===== config.mk =====
export PLATFORM = sky130hd
export DESIGN_NAME = hppm_top
export DESIGN_NICKNAME = d
export VERILOG_FILES = /design/src/hdl/hppm_pkg.sv /design/src/hdl/hppm_sync_if.sv /design/src/hdl/hppm_top.sv /design/src/hdl/hppm_sync2.sv
export SDC_FILE = /design/constraint.sdc
export NUM_CORES = 1
export LEC_CHECK = 0
export BUFFER_PORTS_ARGS = -buffer_cell sky130_fd_sc_hd__buf_2
export CAP_MARGIN = 5
export CORE_ASPECT_RATIO = 1.4
export CORE_UTILIZATION = 45
export CTS_BUF_LIST = sky130_fd_sc_hd__clkbuf_8
export DETAILED_ROUTE_END_ITERATION = 8
export PLACE_DENSITY = 0.79
export SYNTH_ARGS = -nofsm -noshare
export SYNTH_HDL_FRONTEND = slang
export SYNTH_SLANG_ARGS = --single-unit

===== constraint.sdc =====
create_clock -name i_clk -period 2.8 [get_ports i_clk]
set_clock_uncertainty 0.05 [all_clocks]
set_input_delay 0.42 -clock i_clk [delete_from_list [all_inputs] [get_ports i_clk]]
set_output_delay 0.42 -clock i_clk [all_outputs]
set_load 0.1 [all_outputs]

===== src/hdl/hppm_pkg.sv =====
// package: host pin mux constants and types
package hppm_pkg;
    typedef enum logic [2:0] {
        HPPM_MODE_I2C = 3'b001,
        HPPM_MODE_SPI = 3'b010,
        HPPM_MODE_LIN = 3'b100
    } hppm_mode_e;
    localparam int HPPM_GPIO_W = 3;
    localparam int HPPM_HSYNC_BIT = 1;
    localparam int HPPM_VSYNC_BIT = 2;
    localparam logic [1:0] HPPM_MODE_SEL_I2C = 2'h0;
    localparam logic [1:0] HPPM_MODE_SEL_SPI = 2'h1;
    localparam logic [1:0] HPPM_MODE_SEL_LIN = 2'h2;
    localparam logic [HPPM_GPIO_W-1:0] HPPM_GPIO_DIR_RST = 3'h0;
    localparam logic [HPPM_GPIO_W-1:0] HPPM_GPIO_OUT_RST = 3'h0;
    localparam logic [1:0] HPPM_SYNC_RST = 2'h0;
    localparam logic [1:0] HPPM_RST_SYNC_INIT = 2'h0;
    localparam logic [1:0] HPPM_RST_SYNC_DONE = 2'h3;
    localparam logic [7:0] HPPM_COUNT_ZERO = 8'h00;
    localparam logic [7:0] HPPM_COUNT_FULL = 8'hff;
    localparam logic [7:0] HPPM_COUNT_STEP = 8'h01;
    localparam logic [4:0] HPPM_PIN_SYNC_RST = 5'h1f;
endpackage : hppm_pkg


===== src/hdl/hppm_sync_if.sv =====
// interface: synchronised pin inputs between top and synchroniser
`timescale 1ns/10ps
`default_nettype none
interface hppm_sync_if;
    logic pin_a;
    logic pin_b;
    logic [2:0] gpio;
    modport src (output pin_a, output pin_b, output gpio);
    modport dst (input pin_a, input pin_b, input gpio);
endinterface : hppm_sync_if
`default_nettype wire


===== src/hdl/hppm_top.sv =====
// module: host pin mux with report pending interrupt
`timescale 1ns/10ps
`default_nettype none
module hppm_top
    import hppm_pkg::*;
(
    // clock, reset, enable
    input wire logic i_clk,
    input wire logic i_arst_n,
    input wire logic i_ce,
    // mode strap and reports
    input wire logic [1:0] i_mode_sel,
    input wire logic i_report_push,
    input wire logic i_report_consume,
    input wire logic i_lin_irq_as_enable,
    input wire logic i_lin_transceiver_enable,
    // shared pin a
    input wire logic i_host_shared_pin_a,
    output logic o_host_shared_pin_a,
    output logic o_host_shared_pin_a_oe_n,
    // shared pin b
    input wire logic i_host_shared_pin_b,
    output logic o_host_shared_pin_b,
    output logic o_host_shared_pin_b_oe_n,
    // interrupt pin, open drain
    output logic o_report_pending_irq_n,
    output logic o_report_pending_irq_n_oe_n,
    // core side of shared pins
    input wire logic i_i2c_sda_out,
    input wire logic i_i2c_sda_drive_low,
    input wire logic i_i2c_scl_drive_low,
    input wire logic i_lin_tx,
    output logic o_i2c_sda_in,
    output logic o_i2c_scl_in,
    output logic o_spi_sck,
    output logic o_spi_select_n,
    output logic o_lin_rx,
    output logic [2:0] o_mode,
    output logic [7:0] o_reports_pending,
    // general purpose pins
    input wire logic [HPPM_GPIO_W-1:0] i_gpio,
    output logic [HPPM_GPIO_W-1:0] o_gpio,
    output logic [HPPM_GPIO_W-1:0] o_gpio_oe_n,
    input wire logic [HPPM_GPIO_W-1:0] i_gpio_dir_out,
    input wire logic [HPPM_GPIO_W-1:0] i_gpio_value,
    output logic [HPPM_GPIO_W-1:0] o_gpio_value,
    // sync selection
    input wire logic i_hsync_enable,
    input wire logic i_external_sync_enable,
    output logic o_hsync,
    output logic o_external_sync_in
);
    import hppm_pkg::*;

    logic [1:0] rst_sync_reg;
    logic rst_n;
    logic mode_latched_reg;
    hppm_mode_e mode_reg;
    hppm_mode_e mode_next;
    logic [7:0] count_reg;
    logic [7:0] count_next;
    logic [HPPM_GPIO_W-1:0] gpio_dir_reg;
    logic [HPPM_GPIO_W-1:0] gpio_out_reg;
    logic [HPPM_GPIO_W-1:0] gpio_in_reg;
    logic [1:0] sync_reg;
    logic is_i2c;
    logic is_spi;
    logic is_lin;
    logic irq_as_enable;
    logic pending;
    logic do_push;
    logic do_pop;

    hppm_sync_if sync ();

    // reset release through two stages
    always_ff @(posedge i_clk or negedge i_arst_n) begin
        if (!i_arst_n) begin
            rst_sync_reg <= HPPM_RST_SYNC_INIT;
        end else begin
            rst_sync_reg <= {rst_sync_reg[0], 1'b1};
        end
    end
    assign rst_n = rst_sync_reg[1];

    hppm_sync2 u_sync (
        .i_clk(i_clk),
        .i_rst_n(rst_n),
        .i_ce(i_ce),
        .i_pin_a(i_host_shared_pin_a),
        .i_pin_b(i_host_shared_pin_b),
        .i_gpio(i_gpio),
        .sync(sync)
    );

    function automatic hppm_mode_e decode_mode(input logic [1:0] sel);
        case (sel)
            HPPM_MODE_SEL_SPI: decode_mode = HPPM_MODE_SPI;
            HPPM_MODE_SEL_LIN: decode_mode = HPPM_MODE_LIN;
            default: decode_mode = HPPM_MODE_I2C;
        endcase
    endfunction

    assign mode_next = decode_mode(i_mode_sel);

    // strap caught once after reset release
    always_ff @(posedge i_clk or negedge rst_n) begin
        if (!rst_n) begin
            mode_latched_reg <= 1'b0;
            mode_reg <= HPPM_MODE_I2C;
        end else if (i_ce && !mode_latched_reg) begin
            mode_latched_reg <= 1'b1;
            mode_reg <= mode_next;
        end
    end

    assign is_i2c = (mode_reg == HPPM_MODE_I2C);
    assign is_spi = (mode_reg == HPPM_MODE_SPI);
    assign is_lin = (mode_reg == HPPM_MODE_LIN);

    // pending report count, push and consume together keep count unless it is zero or full
    assign do_push = i_report_push && (count_reg != HPPM_COUNT_FULL);
    assign do_pop = i_report_consume && (count_reg != HPPM_COUNT_ZERO);
    always_comb begin
        count_next = count_reg;
        if (do_push && !do_pop) begin
            count_next = count_reg + HPPM_COUNT_STEP;
        end else if (do_pop && !do_push) begin
            count_next = count_reg - HPPM_COUNT_STEP;
        end
    end
    always_ff @(posedge i_clk or negedge rst_n) begin
        if (!rst_n) begin
            count_reg <= HPPM_COUNT_ZERO;
        end else if (i_ce) begin
            count_reg <= count_next;
        end
    end
    assign pending = (count_reg != HPPM_COUNT_ZERO);
    assign o_reports_pending = count_reg;

    // interrupt pin: open drain, low when pending, or in lin with irq as enable low when transceiver enabled
    assign irq_as_enable = is_lin && i_lin_irq_as_enable;
    assign o_report_pending_irq_n = 1'b0;
    assign o_report_pending_irq_n_oe_n = irq_as_enable
        ? ~i_lin_transceiver_enable
        : ~pending;

    // shared pin a
    assign o_host_shared_pin_a = i_i2c_sda_out & 1'b0;
    assign o_host_shared_pin_a_oe_n = ~(is_i2c && i_i2c_sda_drive_low);
    assign o_i2c_sda_in = is_i2c ? sync.pin_a : 1'b1;
    assign o_spi_sck = is_spi ? sync.pin_a : 1'b0;
    assign o_lin_rx = is_lin ? sync.pin_a : 1'b1;

    // shared pin b
    assign o_host_shared_pin_b = is_lin ? i_lin_tx : 1'b0;
    assign o_host_shared_pin_b_oe_n = ~(is_lin || (is_i2c && i_i2c_scl_drive_low));
    assign o_i2c_scl_in = is_i2c ? sync.pin_b : 1'b1;
    assign o_spi_select_n = is_spi ? sync.pin_b : 1'b1;
    assign o_mode = mode_reg;

    // general purpose pins
    always_ff @(posedge i_clk or negedge rst_n) begin
        if (!rst_n) begin
            gpio_dir_reg <= HPPM_GPIO_DIR_RST;
            gpio_out_reg <= HPPM_GPIO_OUT_RST;
            gpio_in_reg <= HPPM_GPIO_OUT_RST;
            sync_reg <= HPPM_SYNC_RST;
        end else if (i_ce) begin
            gpio_dir_reg <= i_gpio_dir_out;
            gpio_out_reg <= i_gpio_value;
            gpio_in_reg <= sync.gpio;
            sync_reg <= {i_external_sync_enable & sync.gpio[HPPM_VSYNC_BIT],
                         i_hsync_enable & sync.gpio[HPPM_HSYNC_BIT]};
        end
    end
    genvar g;
    generate
        for (g = 0; g < HPPM_GPIO_W; g++) begin : g_gpio
            assign o_gpio[g] = gpio_out_reg[g];
            assign o_gpio_oe_n[g] = ~gpio_dir_reg[g];
        end
    endgenerate
    assign o_gpio_value = gpio_in_reg;
    assign o_hsync = sync_reg[0];
    assign o_external_sync_in = sync_reg[1];
endmodule // hppm_top
`default_nettype wire


===== src/hdl/hppm_sync2.sv =====
// module: two flip-flop synchroniser for pin inputs
`timescale 1ns/10ps
`default_nettype none
module hppm_sync2 (
    input wire logic i_clk,
    input wire logic i_rst_n,
    input wire logic i_ce,
    input wire logic i_pin_a,
    input wire logic i_pin_b,
    input wire logic [2:0] i_gpio,
    hppm_sync_if.src sync
);
    import hppm_pkg::*;

    logic [4:0] meta_reg;
    logic [4:0] stable_reg;
    always_ff @(posedge i_clk or negedge i_rst_n) begin
        if (!i_rst_n) begin
            meta_reg <= HPPM_PIN_SYNC_RST;
            stable_reg <= HPPM_PIN_SYNC_RST;
        end else if (i_ce) begin
            meta_reg <= {i_gpio, i_pin_b, i_pin_a};
            stable_reg <= meta_reg;
        end
    end
    assign sync.pin_a = stable_reg[0];
    assign sync.pin_b = stable_reg[1];
    assign sync.gpio = stable_reg[4:2];
endmodule // hppm_sync2
`default_nettype wire


==> metrics.txt <==
status=finished clean; Crit path buffers/inverters=1; Worst path slowest cell=or4b_1; number of flip-flops in the largest register=8; Synth Area per Inst=between 10 and 15 µm²; flops & latches, synth=35; number of flops mapped to enable cells by yosys=0; GRT Util Overall=between 10% and 20%; final setup TNS=0 ns; initial antenna violation count=0; worst vdd ir=0.980 mV; initial core utilization=47.5%; H-Tree Depth=2; CP startpoint=o_reports_pending[4]; setup violators final=0; Clock Tree Buf Depth=2; largest net degree at the start of global routing=30; sequential share of the synthesized area=a little under half; final instance area=2400 µm²; Layout fillers=approximately 340; dominant cell by count in the synthesized netlist=dfrtp_1; placed cell area=~2300 µm²; first-pass GRT wire length=between 6000 and 7000 µm; Critical Path Start Type=flop; Crit path depth=10; ys async rst share=100%; Die ar.=about 4400 µm²; Core ar.=3950 µm²; Final period util=a little over nine tenths; Area growth syn-to-layout=27.8%; row count=27; final WL=roughly 3600 µm; GP Congestion=around 0.79; Skew-Pair Late Insertion Delay=between 0.2 and 0.3 ns; Hold WC Path Type=reg -> async; CTS tree=built; FMAX=0.374 GHz; Max-slew headroom=about 65%; clock sink count=35; hpwl dp=between 2000 and 3000 µm; CP arrival=approximately 2.8 ns; Final Hold Viols=0; post-route ant nets=0; Worst R2R Start=o_reports_pending[4]; post-synth top area cell=dfrtp_1; vias in the first global route=roughly 1400; I/O Pins=59; share of cells above drive strength 1=approximately 52%; FF-to-FF setup slack=between 0.1 and 0.15 ns; max-cap violation count=0; TritonCTS Buffers=5; count of warnings emitted by yosys=0; Power Dens Cells=between 1000 and 1500 nW/µm²; Cells after Synth=between 150 and 200; CP Class=reg -> reg; area of the mapped netlist=between 1500 and 2000 µm²; Max Slew Vio Count=0; Post-synth top cells=dfrtp_1 (24), mux2_2 (20), nand2_1 (12); DR vias=between 1000 and 1500; Finished Core Util=60.6%; Starting DRT DRC Count=43; DR DRC count=0; clock root cell=clkbuf_8; n_diodes=0; CP cell instances=nor4_2 > nand2_1 > nand2_1 > ha_1 > inv_2 > ha_1 > a211oi_2 > nor3_1 > or4b_1 > o211ai_2; CP max FO=8; # port buffers=55; Synth area leaders=dfrtp_1 (32%), dfstp_2 (15%), mux2_2 (12%), ha_1 (6.0%), o21ai_0 (2.9%); P_leak=about 0.0011 µW; CTS clk-pin slew, worst paths=0.07 ns; ys flop type=dfrtp_1; element type at the critical path end=flop; worst reg2reg endpoint=o_reports_pending[7]; DR vias/cell=5.31; Worst EP required=~3 ns; reg2reg path depth=10; Post-CTS Setup Repair Bufs=0; die width=about 57 µm; delay of the slowest critical-path stage=0.52 ns; CP delay by family, top=simple AND/OR/NAND/NOR gates; Slew @ Worst Pin=around 0.52 ns; clock period minus worst slack=2.67 ns; drt wl/cell=roughly 13 µm; count of cell types in the netlist=between 40 and 50; total grt overflow=0; drt pass-1 iters=4; height of the die=78.4 µm; share of the synthesized area in the top cell type=between 30% and 40%; nets@finish=274
-- worst max path at each step --
stage | to
floorplan | o_spi_sck
global placement | o_reports_pending[7]
global route | o_reports_pending[7]
detailed placement | o_reports_pending[7]
finish | o_reports_pending[7]
CTS | o_reports_pending[7]
-- layout by cell type, fill, tap and decap left out, types with 2 or more instances in the layout --
cell type and n:
buf_2 55, nand3_1 5, nand2_1 12, xnor2_1 3
nand4_1 2, conb_1 3, dfstp_2 11, nor3b_1 4
clkbuf_8 5, nor4_2 2, or4_1 2, inv_1 11
buf_4 10, nor2_1 3, a211oi_2 2, nand2b_1 4
a21oi_1 4, ha_1 8, o21a_1 2, o31ai_1 3
dfrtp_2 4, or3_1 2, o21ai_0 11, mux2_2 20
nor3_1 3, dfrtp_1 16, dfrtp_4 4, a21o_1 3
a31oi_1 3, and2_1 2
-- layout make-up --
cell class	count	area, µm²	share of cell area (%)
well taps	43	53.8	2.25
clock buffers	5	68.8	2.87
flip-flops and latches	35	910	38.0
repair buffers	66	360	15.0
clock inverters	3	16.3	0.679
inverters	11	41.3	1.72
multi-input cells	119	946	39.5
-- cell families after synthesis --
family	Yosys count	share of synthesized area (%)
muxes	21	12.5
AOI/OAI and AO/OA	35	12.3
adders and majority gates	10	7.07
xor gates and xnor gates	3	1.40
DFF	35	47.4
buffers and inverters	19	4.60
other	2	0.400
and+or+nand+nor	47	14.2
-- timing repair --
action / 4_1_cts / 5_1_grt
hold buffers: 1 / 0
gates resized for setup: 0 / 4
setup endpoints to repair: 0 / 2
endpoints found under the hold margin: 2 / 0
-- metal layers --
layer	GRT usage (%)	up-vias	routed length [µm]
met2	32.2	34	1910
li1	-	738	-
met1	19.1	719	1490
met3	4.45	7	142
met4	9.76	0	75
met5	0	-	0
-- worst register-to-register path: cells and delay by family (launching register included) --
kind            cells  cell delay [ns]
simple gates        5             1.07
fa+ha+maj           2             0.53
flops               1             0.51
compound gates      2             0.33
buf+inv             1             0.10
-- per-stage QoR --
| step | total power [µW] | hold WS, ns | instances | worst slack, ns |
|---|---|---|---|---|
| 3_3_place_gp | 2270 | 0.0602 | 273 | 0.0526 |
| 2_1_floorplan | 1990 | 0.0744 | 173 | -0.550 |
| 4_1_cts | 2650 | 0.0698 | 282 | 0.0167 |
| 3_5_place_dp | 2290 | 0.0627 | 273 | 0.0440 |
| 5_1_grt | 2820 | 0.0979 | 282 | -0.0193 |
| 6_report | 2660 | 0.0586 | 282 | 0.125 |
-- power breakdown --
group / total (µW) / switching (µW) / internal [µW]
Combinational: 1560 / 1120 / 436
Sequential: 750 / 103 / 647
Clock: 349 / 179 / 170
(Power assumes the default switching activity.)
